### src/common/prot_timer_pkg.sv
package prot_timer_pkg;
   // register byte offsets
   localparam logic [3:0] CFG_OFS  = 4'h0;
   localparam logic [3:0] STAT_OFS = 4'h4;
   localparam logic [3:0] RMS_OFS  = 4'h8;

   // config register field positions
   localparam int AREA_SEL_LSB = 0;
   localparam int RMS_SEL_LSB  = 3;
   localparam int DIG_SEL_LSB  = 5;
   localparam int ANA_SEL_LSB  = 8;
   localparam logic [9:0] CFG_RST = 10'h000;

   // status register bit positions
   localparam int ST_SEV_BIT     = 0;
   localparam int ST_AREA_BIT    = 1;
   localparam int ST_RBUSY_BIT   = 2;
   localparam int ST_RDONE_BIT   = 3;
   localparam int ST_RTMO_BIT    = 4;

   // clock and time base
   localparam int CLK_PERIOD_NS  = 50;
   localparam int TICK_TIME_NS   = 10000;
   localparam int TICK_CYC       = TICK_TIME_NS / CLK_PERIOD_NS;
   localparam int TICKS_PER_MS   = 1000000 / TICK_TIME_NS;

   // analog filter lengths in ns, rounded up to cycles
   localparam int ANA_T1_NS = 200;
   localparam int ANA_T2_NS = 500;
   localparam int ANA_T3_NS = 1000;
   localparam int ANA_C1 = (ANA_T1_NS + CLK_PERIOD_NS - 1) / CLK_PERIOD_NS;
   localparam int ANA_C2 = (ANA_T2_NS + CLK_PERIOD_NS - 1) / CLK_PERIOD_NS;
   localparam int ANA_C3 = (ANA_T3_NS + CLK_PERIOD_NS - 1) / CLK_PERIOD_NS;

   // gate recovery limit, a longest time, rounded down
   localparam int REC_TIME_NS = 100000;
   localparam int REC_CYC     = REC_TIME_NS / CLK_PERIOD_NS;

   localparam int TW = 17;
   localparam int AW = 5;

   function automatic logic [TW-1:0] area_ticks(input logic [2:0] sel);
      int ms;
      ms = 0;
      case (sel)
         3'h0: ms = 0;
         3'h1: ms = 1;
         3'h2: ms = 5;
         3'h3: ms = 10;
         3'h4: ms = 50;
         3'h5: ms = 100;
         3'h6: ms = 500;
         default: ms = 1000;
      endcase
      return TW'(ms * TICKS_PER_MS);
   endfunction

   // digital filter table in units of 10 us ticks
   function automatic logic [TW-1:0] dig_ticks(input logic [2:0] sel);
      int t;
      t = 0;
      case (sel)
         3'h0: t = 0;
         3'h1: t = 1;
         3'h2: t = 10;
         3'h3: t = TICKS_PER_MS;
         3'h4: t = 10 * TICKS_PER_MS;
         3'h5: t = 100 * TICKS_PER_MS;
         3'h6: t = 500 * TICKS_PER_MS;
         default: t = 1000 * TICKS_PER_MS;
      endcase
      return TW'(t);
   endfunction

   function automatic logic [AW-1:0] ana_cycles(input logic [1:0] sel);
      int c;
      c = 0;
      case (sel)
         2'h0: c = 0;
         2'h1: c = ANA_C1;
         2'h2: c = ANA_C2;
         default: c = ANA_C3;
      endcase
      return AW'(c);
   endfunction

   function automatic logic [3:0] rms_shift(input logic [1:0] sel);
      case (sel)
         2'h0: return 4'h4;
         2'h1: return 4'h7;
         2'h2: return 4'ha;
         default: return 4'hd;
      endcase
   endfunction
endpackage

### src/common/filt_if.sv
`timescale 1ns/100ps
interface filt_if #(parameter int W = 17);
   logic         cond;
   logic         tick;
   logic [W-1:0] limit;
   logic         fault;
   modport owner  (output cond, output tick, output limit, input fault);
   modport filter (input cond, input tick, input limit, output fault);
endinterface

### src/protection_timer_select.sv
// The placing of the registers and the plain strobed port were left to the implementer.
`timescale 1ns/100ps
// How it works
// - area timer codes map 0..1000 ms
// - rms window of 16/128/1024/8192 samples
// - severe digital filter codes map 0..1000 ms
// - severe analog filter codes 0..1000 ns
// - gate recovery finishes within 100 us
module protection_timer_select
   import prot_timer_pkg::*;
#(
   parameter int TICK_CYCLES = TICK_CYC
) (
   // clock and reset
   input  wire logic        sys_clk_in,
   input  wire logic        rst_in,
   input  wire logic        ce_in,
   // register port
   input  wire logic [3:0]  addr_in,
   input  wire logic [31:0] wdata_in,
   input  wire logic        wr_in,
   input  wire logic        rd_in,
   output logic      [31:0] rdata_out,
   // analog comparator pins
   input  wire logic        sev_oc_comp_in,
   input  wire logic        gate_above_4v_in,
   input  wire logic        supply_voltage_low_in,
   // same clock logic inputs
   input  wire logic        area_reg_active_in,
   input  wire logic        on_state_in,
   input  wire logic        sample_valid_in,
   input  wire logic [11:0] current_sample_in,
   // results
   output logic             severe_oc_fault_out,
   output logic             area_timeout_out,
   output logic      [23:0] rms_mean_sq_out,
   output logic             rms_window_done_out,
   output logic             recovery_busy_out,
   output logic             recovery_done_out,
   output logic             recovery_timeout_out
);
   typedef struct packed {
      logic [11:0] tick_cnt;
      logic        tick;
      logic [2:0]  area_sel;
      logic [1:0]  rms_sel;
      logic [2:0]  dig_sel;
      logic [1:0]  ana_sel;
      logic [36:0] acc;
      logic [13:0] smp_cnt;
      logic [23:0] mean_sq;
      logic        rms_done;
      logic        soc_s1;
      logic        soc_s2;
      logic        gate_s1;
      logic        gate_s2;
      logic        low_s1;
      logic        low_s2;
      logic        sev_prev;
      logic        rec_busy;
      logic        rec_done;
      logic        rec_tmo;
      logic [10:0] rec_cnt;
      logic [31:0] rdata;
   } top_state_t;

   top_state_t st_q;
   top_state_t st_d;

   filt_if #(.W(AW)) ana_if ();
   filt_if #(.W(TW)) dig_if ();
   filt_if #(.W(TW)) area_if ();

   logic [23:0] sq;
   logic [36:0] acc_sum;
   logic [36:0] acc_shift;
   logic        rec_cond;

   // analog filter runs every cycle, the long ones on the 10 us tick
   assign ana_if.cond   = st_q.soc_s2;
   assign ana_if.tick   = 1'b1;
   assign ana_if.limit  = ana_cycles(st_q.ana_sel);
   assign dig_if.cond   = ana_if.fault;
   assign dig_if.tick   = st_q.tick;
   assign dig_if.limit  = dig_ticks(st_q.dig_sel);
   assign area_if.cond  = area_reg_active_in;
   assign area_if.tick  = st_q.tick;
   assign area_if.limit = area_ticks(st_q.area_sel);

   persist_filter #(.W(AW)) u_ana (
      .sys_clk_in (sys_clk_in),
      .rst_in     (rst_in),
      .ce_in      (ce_in),
      .f          (ana_if.filter)
   );
   persist_filter #(.W(TW)) u_dig (
      .sys_clk_in (sys_clk_in),
      .rst_in     (rst_in),
      .ce_in      (ce_in),
      .f          (dig_if.filter)
   );
   persist_filter #(.W(TW)) u_area (
      .sys_clk_in (sys_clk_in),
      .rst_in     (rst_in),
      .ce_in      (ce_in),
      .f          (area_if.filter)
   );

   assign sq        = {12'h000, current_sample_in} *
                      {12'h000, current_sample_in};
   assign acc_sum   = st_q.acc + {13'h0000, sq};
   assign acc_shift = acc_sum >> rms_shift(st_q.rms_sel);
   // low supply waits for gate level, otherwise for the on state
   assign rec_cond  = st_q.low_s2 ? st_q.gate_s2 : on_state_in;

   always_comb begin
      st_d = st_q;
      st_d.soc_s1  = sev_oc_comp_in;
      st_d.soc_s2  = st_q.soc_s1;
      st_d.gate_s1 = gate_above_4v_in;
      st_d.gate_s2 = st_q.gate_s1;
      st_d.low_s1  = supply_voltage_low_in;
      st_d.low_s2  = st_q.low_s1;

      st_d.tick = 1'b0;
      if (st_q.tick_cnt >= 12'(TICK_CYCLES - 1)) begin
         st_d.tick_cnt = 12'h000;
         st_d.tick     = 1'b1;
      end else begin
         st_d.tick_cnt = st_q.tick_cnt + 12'h001;
      end

      // a new size is held against the running count at once
      st_d.rms_done = 1'b0;
      if (sample_valid_in) begin
         if (st_q.smp_cnt >= (14'h0001 << rms_shift(st_q.rms_sel))
                             - 14'h0001) begin
            st_d.mean_sq  = acc_shift[23:0];
            st_d.acc      = '0;
            st_d.smp_cnt  = 14'h0000;
            st_d.rms_done = 1'b1;
         end else begin
            st_d.acc     = acc_sum;
            st_d.smp_cnt = st_q.smp_cnt + 14'h0001;
         end
      end

      st_d.sev_prev = dig_if.fault;
      st_d.rec_done = 1'b0;
      if (wr_in && addr_in == STAT_OFS && wdata_in[ST_RTMO_BIT]) begin
         st_d.rec_tmo = 1'b0;
      end
      if (st_q.rec_busy) begin
         if (rec_cond) begin
            st_d.rec_busy = 1'b0;
            st_d.rec_done = 1'b1;
         end else if (st_q.rec_cnt >= 11'(REC_CYC - 1)) begin
            st_d.rec_busy = 1'b0;
            st_d.rec_tmo  = 1'b1;
         end else begin
            st_d.rec_cnt = st_q.rec_cnt + 11'h001;
         end
      end
      if (st_q.sev_prev && !dig_if.fault) begin
         st_d.rec_busy = 1'b1;
         st_d.rec_cnt  = 11'h000;
      end

      if (wr_in && addr_in == CFG_OFS) begin
         st_d.area_sel = wdata_in[AREA_SEL_LSB +: 3];
         st_d.rms_sel  = wdata_in[RMS_SEL_LSB +: 2];
         st_d.dig_sel  = wdata_in[DIG_SEL_LSB +: 3];
         st_d.ana_sel  = wdata_in[ANA_SEL_LSB +: 2];
      end

      st_d.rdata = 32'h0000_0000;
      if (rd_in) begin
         case (addr_in)
            CFG_OFS: begin
               st_d.rdata[AREA_SEL_LSB +: 3] = st_q.area_sel;
               st_d.rdata[RMS_SEL_LSB +: 2]  = st_q.rms_sel;
               st_d.rdata[DIG_SEL_LSB +: 3]  = st_q.dig_sel;
               st_d.rdata[ANA_SEL_LSB +: 2]  = st_q.ana_sel;
            end
            STAT_OFS: begin
               st_d.rdata[ST_SEV_BIT]   = dig_if.fault;
               st_d.rdata[ST_AREA_BIT]  = area_if.fault;
               st_d.rdata[ST_RBUSY_BIT] = st_q.rec_busy;
               st_d.rdata[ST_RDONE_BIT] = st_q.rec_done;
               st_d.rdata[ST_RTMO_BIT]  = st_q.rec_tmo;
            end
            RMS_OFS: begin
               st_d.rdata[23:0] = st_q.mean_sq;
            end
            default: begin
               st_d.rdata = 32'h0000_0000;
            end
         endcase
      end
   end

   always_ff @(posedge sys_clk_in or posedge rst_in) begin
      if (rst_in) begin
         st_q          <= '0;
         st_q.area_sel <= CFG_RST[AREA_SEL_LSB +: 3];
         st_q.rms_sel  <= CFG_RST[RMS_SEL_LSB +: 2];
         st_q.dig_sel  <= CFG_RST[DIG_SEL_LSB +: 3];
         st_q.ana_sel  <= CFG_RST[ANA_SEL_LSB +: 2];
      end else if (ce_in) begin
         st_q <= st_d;
      end
   end

   assign rdata_out            = st_q.rdata;
   assign severe_oc_fault_out  = dig_if.fault;
   assign area_timeout_out     = area_if.fault;
   assign rms_mean_sq_out      = st_q.mean_sq;
   assign rms_window_done_out  = st_q.rms_done;
   assign recovery_busy_out    = st_q.rec_busy;
   assign recovery_done_out    = st_q.rec_done;
   assign recovery_timeout_out = st_q.rec_tmo;
endmodule

### src/persist_filter.sv
`timescale 1ns/100ps
module persist_filter #(
   parameter int W = 17
) (
   // clock and reset
   input  wire logic sys_clk_in,
   input  wire logic rst_in,
   input  wire logic ce_in,
   // condition and result
   filt_if.filter    f
);
   typedef struct packed {
      logic [W-1:0] cnt;
      logic         fault;
   } filt_state_t;

   filt_state_t st_q;
   filt_state_t st_d;

   always_comb begin
      st_d = st_q;
      if (!f.cond) begin
         st_d.cnt   = '0;
         st_d.fault = 1'b0;
      end else if (f.limit == '0) begin
         st_d.fault = 1'b1;
      end else if (f.tick && !st_q.fault) begin
         // counting only while the condition holds without a break
         if (st_q.cnt >= f.limit - W'(1)) begin
            st_d.fault = 1'b1;
         end else begin
            st_d.cnt = st_q.cnt + W'(1);
         end
      end
   end

   always_ff @(posedge sys_clk_in or posedge rst_in) begin
      if (rst_in) begin
         st_q <= '0;
      end else if (ce_in) begin
         st_q <= st_d;
      end
   end

   assign f.fault = st_q.fault;
endmodule

### config.mk
export PLATFORM = sky130hd
export DESIGN_NAME = protection_timer_select
export DESIGN_NICKNAME = d
export VERILOG_FILES = /design/src/common/prot_timer_pkg.sv /design/src/common/filt_if.sv /design/src/protection_timer_select.sv /design/src/persist_filter.sv
export SDC_FILE = /design/constraint.sdc
export NUM_CORES = 1
export LEC_CHECK = 0
export BUFFER_PORTS_ARGS = -buffer_cell sky130_fd_sc_hd__buf_4
export CAP_MARGIN = 10
export CORE_MARGIN = 2
export CORE_UTILIZATION = 60
export CTS_BUF_LIST = sky130_fd_sc_hd__clkbuf_16
export DETAILED_ROUTE_END_ITERATION = 10
export PLACE_DENSITY = 0.79
export SLEW_MARGIN = 20
export SYNTH_ARGS = -nofsm -noshare
export SYNTH_HDL_FRONTEND = slang
export SYNTH_HIERARCHICAL = 1
export SYNTH_SLANG_ARGS = --single-unit
### constraint.sdc
create_clock -name sys_clk_in -period 6.7 [get_ports sys_clk_in]
set_input_delay 0.335 -clock sys_clk_in [delete_from_list [all_inputs] [get_ports sys_clk_in]]
set_output_delay 0.335 -clock sys_clk_in [all_outputs]
set_load 0.005 [all_outputs]
[After elaboration in Yosys (flattened, before gate mapping)]
Index checks and enable logic that the tools add are counted.
Word-level totals
  output and inout port bits: 62
  bits in registers: 194
  logic and storage cells: 151
Operators by class
  shift-type cells: 2
  reduce and logical (&&, ||, !) cells: 26
  multiplexer cells: 43
  add/sub/neg operators: 11
  magnitude comparators: 6
  equal/unequal tests: 33
  multiply operators: 2
Operators by type and width (number)
  $pmux 17 s7: 1
  $mux 18: 4
  $pmux 10 s7: 1
  $mux 17: 4
  $mux 51: 1
  $add 37x24->37: 1
  $shr 37x4->24: 1
  $add 17x1->17 const B: 2
  $ge 17x17->1: 2
  $logic_not 17->1: 2
  $sub 17x1->17 const B: 2
  $mul 32x6->15 const B: 1
  $pmux 5 s3: 2
  $mux 14: 2
  $mul 12x12->24: 1
  $mux 12: 2
  $mux 24: 1
  $mux 11: 2
  $eq 3x3->1 const B: 6
  $mux 1: 16
  $reduce_and 4->1: 4
  $add 14x1->14 const B: 1
  $ge 14x14->1: 1
  $ne 2x2->1 const B: 7
  31 further kinds: 56

[Longest topological paths before layout]
  depth after elaboration: 9
  mapped depth: 25
  gate-level depth less buffers: 22

[Hierarchy]
Netlist, hierarchy kept.
Modules (own cells, without submodules)
  protection_timer_select: area an instance 14317.5 sq um, seq. area each 3603.5 sq um, cells each 1636, times used 1
  persist_filter at u_dig: area an instance 1936.9 sq um, seq. area each 450.4 sq um, cells each 213, times used 1
  persist_filter at u_area: area an instance 1869.3 sq um, seq. area each 450.4 sq um, cells each 228, times used 1
  persist_filter at u_ana: area an instance 541.8 sq um, seq. area each 150.1 sq um, cells each 60, times used 1

[Least setup slack after synthesis]
Ideal clock, no wire load.
  kind: input to register
  start point: in current_sample_in[7]
  end point: reg st_q, in the netlist rms_mean_sq_out[14]
  path buffers: 1
  arrival time: 5.891 ns
  slack: 0.686 ns
  data required time: 6.577 ns
  stages: 22
  library setup time: 0.123 ns
  cells stage by stage: clkbuf_1 -> inv_1 -> nor2_1 -> fa_1 -> fa_1 -> inv_1 -> fa_1 -> inv_1 -> fa_1 -> inv_1 -> fa_1 -> inv_1 -> ha_1 -> nand4_2 -> a2111oi_4 -> nand2_2 -> a211o_2 -> xor2_2 -> nor2_1 -> o32a_1 -> or3_1 -> nor3b_1
Between the ends
  word-level cells in the longest chain between the ends: 3
RTL lines
  start, declared: RTL line protection_timer_select.sv:32  | input wire logic [11:0] current_sample_in,
  $mul 12x12->24: RTL line protection_timer_select.sv:109  | assign sq = {12'h000, current_sample_in} *
  $add 37x24->37: RTL line protection_timer_select.sv:111  | assign acc_sum = st_q.acc + {13'h0000, sq};
  $shr 37x4->24: RTL line protection_timer_select.sv:112  | assign acc_shift = acc_sum >> rms_shift(st_q.rms_sel);
  end signal, assigned: RTL line protection_timer_select.sv:210  | st_q <= st_d;
  end, declared: RTL line protection_timer_select.sv:67  | top_state_t st_q;
No other way between the ends.
A chain may end at the register's enable or synchronous reset.

[Worst setup path after layout]
  start point: reg st_q[136] in the netlist's numbering
  end point: reg u_area/st_q[4] in the netlist's numbering
Between the ends
  word-level cells in the longest chain between the ends: 7
RTL lines
  $eq 3x3->1, or another cell as far along: RTL line prot_timer_pkg.sv:45  | case (sel)
  $pmux 10 s7 *: RTL line prot_timer_pkg.sv:45
  $mul 32x6->15 *: RTL line prot_timer_pkg.sv:55  | return TW'(ms * TICKS_PER_MS);
  net area_if.limit[3]: RTL line filt_if.sv:5  | logic [W-1:0] limit;
  $sub 17x1->17: RTL line persist_filter.sv:29  | if (st_q.cnt >= f.limit - W'(1)) begin
  $ge 17x17->1: RTL line persist_filter.sv:29
  $ne 2x2->1 (no source line)
  $reduce_and 4->1 (no source line) *
  end signal, assigned: RTL line persist_filter.sv:41  | st_q <= st_d;
  end, declared: RTL line persist_filter.sv:17  | filt_state_t st_q;
Mark *: on every way through the listed nets, which the timed path passes. The rest lies on a longest branch.

==> reports/metrics.yaml <==
run_status:
  status: "complete, no violations"
worst_hold_path:
  min_from: "wdata_in[1]"
  holdPathEnd: "st_q[137]"
  min_path_type: "primary input to register"
  min_path_cells: 3
synthesis:
  yosysUniqueCellTypes: 108
  synth.most_common_cell: "inv_1"
  synthTopCellsByArea: "dfrtp_1 25%, fa_1 11%, ha_1 10%, inv_1 4.8%, nand2_1 4.5%"
  synth_largest_area_cell: "dfrtp_1"
  synth_area_um2: 18700
  syn_avg_cell_area_um2: 8.73
  synth_top_area_frac: 0.249
  postSynthCellCount: 2137
  yosys_warnings: 6
  ys_async_sr_fraction: 1.00
  synth_seq_cells: 186
  ys_seq_area_frac: 0.249
  synth_edf_count: 0
  netlist_top_cells_count: "241 x inv_1, 222 x nand2_1, 186 x dfrtp_1"
  synth_flop_cell: "dfrtp_1"
clock_network:
  clk_latency_ns: 0.45
  cts_sinks: 186
  post_cts_buffers: 0
  clockRootBuffer: "clkbuf_16"
  cts_buffer_depth: 2
  cts_buffers: 17
  clk_pin_slew_worst_paths_ns: 0.07
  cts_tree: "yes"
  h-tree-depth: 4
finish:
  n_fill_cell: 2526
  diodes: 0
  layout.cells.non_filler: 2545
  register_area_um2: 4650
  drive_gt1_frac: 0.112
  fin_nets: 2450
  area_growth_pct: 6.13
  multi_input_area_um2: 12300
critical_path:
  r2r.worst_path.cells: 18
  setup.worst_path.start_class: "register"
  crit_type: "register to register"
  slowest_stage: "or4_1"
  cpPeakStageDelay_ns: 0.59
  critical_path_required_ns: 7.01
  r2r_start: "st_q[136]"
  rrSetupSlack_ns: 0.40
  setup.worst_path.end_class: "register"
  r2r_end: "u_area/st_q[4]"
  cp.arrival_ns: 6.61
  path_cells: "and2_1 -> mux2_2 -> ha_1 -> fa_1 -> ha_1 -> ha_1 -> fa_1 -> or4_1 -> nor4_2 -> nand2_1 -> xor2_1 -> ha_1 -> nand4_2 -> nor3_1 -> a22o_1 -> or3_1 -> o311ai_0 -> nand3_1"
  cp_common_cell: "ha_1"
  worstPathMaxFanout: 10
die:
  core_um2: 30600
  dieHeight_um: 180
  dieArea_um2: 32500
  rows: 64
  initial_utilization: 0.610
  ios: 121
  die_w_um: 180
sta:
  tns_ns: 0
  min_period_ns: 6.30
  hold_viol_final: 0
  rsz0062_at_grt: "no"
  final_max_slew_viol_count: 0
  fmax_ghz: 0.159
  skew_ns: 0.0160
  maxSlewHeadroom: 0.264
  setup_violations: 0
  tightest_slew_ns: 1.10
  fin_crit_sh: 0.941
  whs_ns: 0.110
  setup_slack_ns: 0.398
place:
  io_buffer_count: 90
  dp.cells: 2513
  hpwl_um: 35000
  pre_cts_slack_ns: 0.180
  place_congestion: 0.901
detailed_routing:
  wl_per_cell_um: 18.2
  avgViaCountPerCell: 6.16
  drtIter0Drc: 1385
  routed_wl_um: 46200
  via_count: 15700
  final_antenna_net_count: 0
  drc: 0
  first_pass_iters: 6
global_route:
  track_usage: 0.290
  grt_pass1_vias: 15900
  grt_pass1_wl_um: 77900
  antenna_found_initial: 0
  grt_max_degree: 79
  overflow: 0
job:
  cap_violations: 0
[what timing repair did]
item	4_1_cts	5_1_grt
hold buffers	1	0
resized for setup	0	1
endpoints found under the hold margin	6	0
setup endpoints to repair	0	5
[worst max path at each step]
stage,cells past startpoint,startpoint,slack (ns),to
floorplan,22,current_sample_in[7],0.69,rms_mean_sq_out[14]
global placement,20,current_sample_in[9],0.30,rms_mean_sq_out[14]
detailed placement,20,current_sample_in[9],0.18,rms_mean_sq_out[14]
CTS,17,st_q[136],0.26,u_area/st_q[2]
global route,20,st_q[138],0.06,u_area/st_q[4]
finish,18,st_q[136],0.40,u_area/st_q[4]
[layout make-up]
type / instances / area share
Clock buffer: 17 / 0.0215
Clock inverter: 14 / 0.00707
Inverter: 241 / 0.0459
Multi-Input combinational cell: 1578 / 0.622
Sequential cell: 186 / 0.235
Tap cell: 396 / 0.0250
Timing Repair Buffer: 113 / 0.0431
[critical path: cells and delay by family, from the launching register on]
family,cells,cell delay (ns)
muxes,1,0.34
DFF,1,0.46
xor gates and xnor gates,1,0.18
adders and majority gates,6,2.16
and+or+nand+nor,8,2.28
AOI/OAI and AO/OA,2,0.74
[logic make-up (layout without fill, tap and decap cells)]
kind of cell	after synthesis	count (layout)	share of synthesized area
AND/OR/NAND/NOR	687	687	0.184
AO/OA/AOI/OAI	447	447	0.174
buffers and inverters	395	385	0.0957
adder cells (fa/ha/maj)	254	254	0.211
flip-flops	186	186	0.249
XOR/XNOR	107	107	0.0506
multiplexers	59	59	0.0351
other	2	24	0.000402
[stage by stage]
stage	util	cell area, um^2
floorplan	-	18700
global placement	0.628	19200
detailed placement	0.628	19200
CTS	0.647	19800
global route	0.648	19800
finish	0.648	19800
[placed cells by master (no fill, tap or decap), types with 17 or more instances in the layout]
cell and count:
a21oi_1 79, and3_1 23, a21o_1 20, a211oi_1 17, buf_4 111, nor2_1 144
nand4_1 27, clkbuf_16 17, nand2_1 222, a31oi_1 20, inv_1 241, dfrtp_1 186
nor4_1 18, ha_1 152, o211ai_1 22, o31ai_1 27, mux2_2 21, xnor2_1 62
o21ai_0 85, xor2_1 44, and2_1 44, o22ai_1 25, conb_1 24, fa_1 102
mux2i_1 35, nand3_1 58, nor3_1 42
[flip-flops by register name, summed over array words and instances (netlist names)]
signal                count
ana_if.cond               1
area_if.tick              1
rdata_out                24
recovery_busy_out         1
recovery_done_out         1
recovery_timeout_out      1
rms_mean_sq_out          24
rms_window_done_out       1
st_d                      3
st_q                     87
u_ana/f.fault             1
u_ana/st_q                5
u_area/f.fault            1
u_area/st_q              17
u_dig/f.fault             1
u_dig/st_q               17
[per-layer routing]
metal | up-vias | share of wire | global-route usage | wire length (um)
li1 | 7342 | - | - | -
met1 | 7693 | 0.41 | 0.364 | 18900
met2 | 525 | 0.51 | 0.516 | 23500
met3 | 119 | 0.053 | 0.0344 | 2460
met4 | 0 | 0.029 | 0.105 | 1350
met5 | - | 0 | 0 | 0
Power is left out: the tool's default activity adds up to more than one toggle a clock period on the data nets, which glitch-free logic cannot reach.
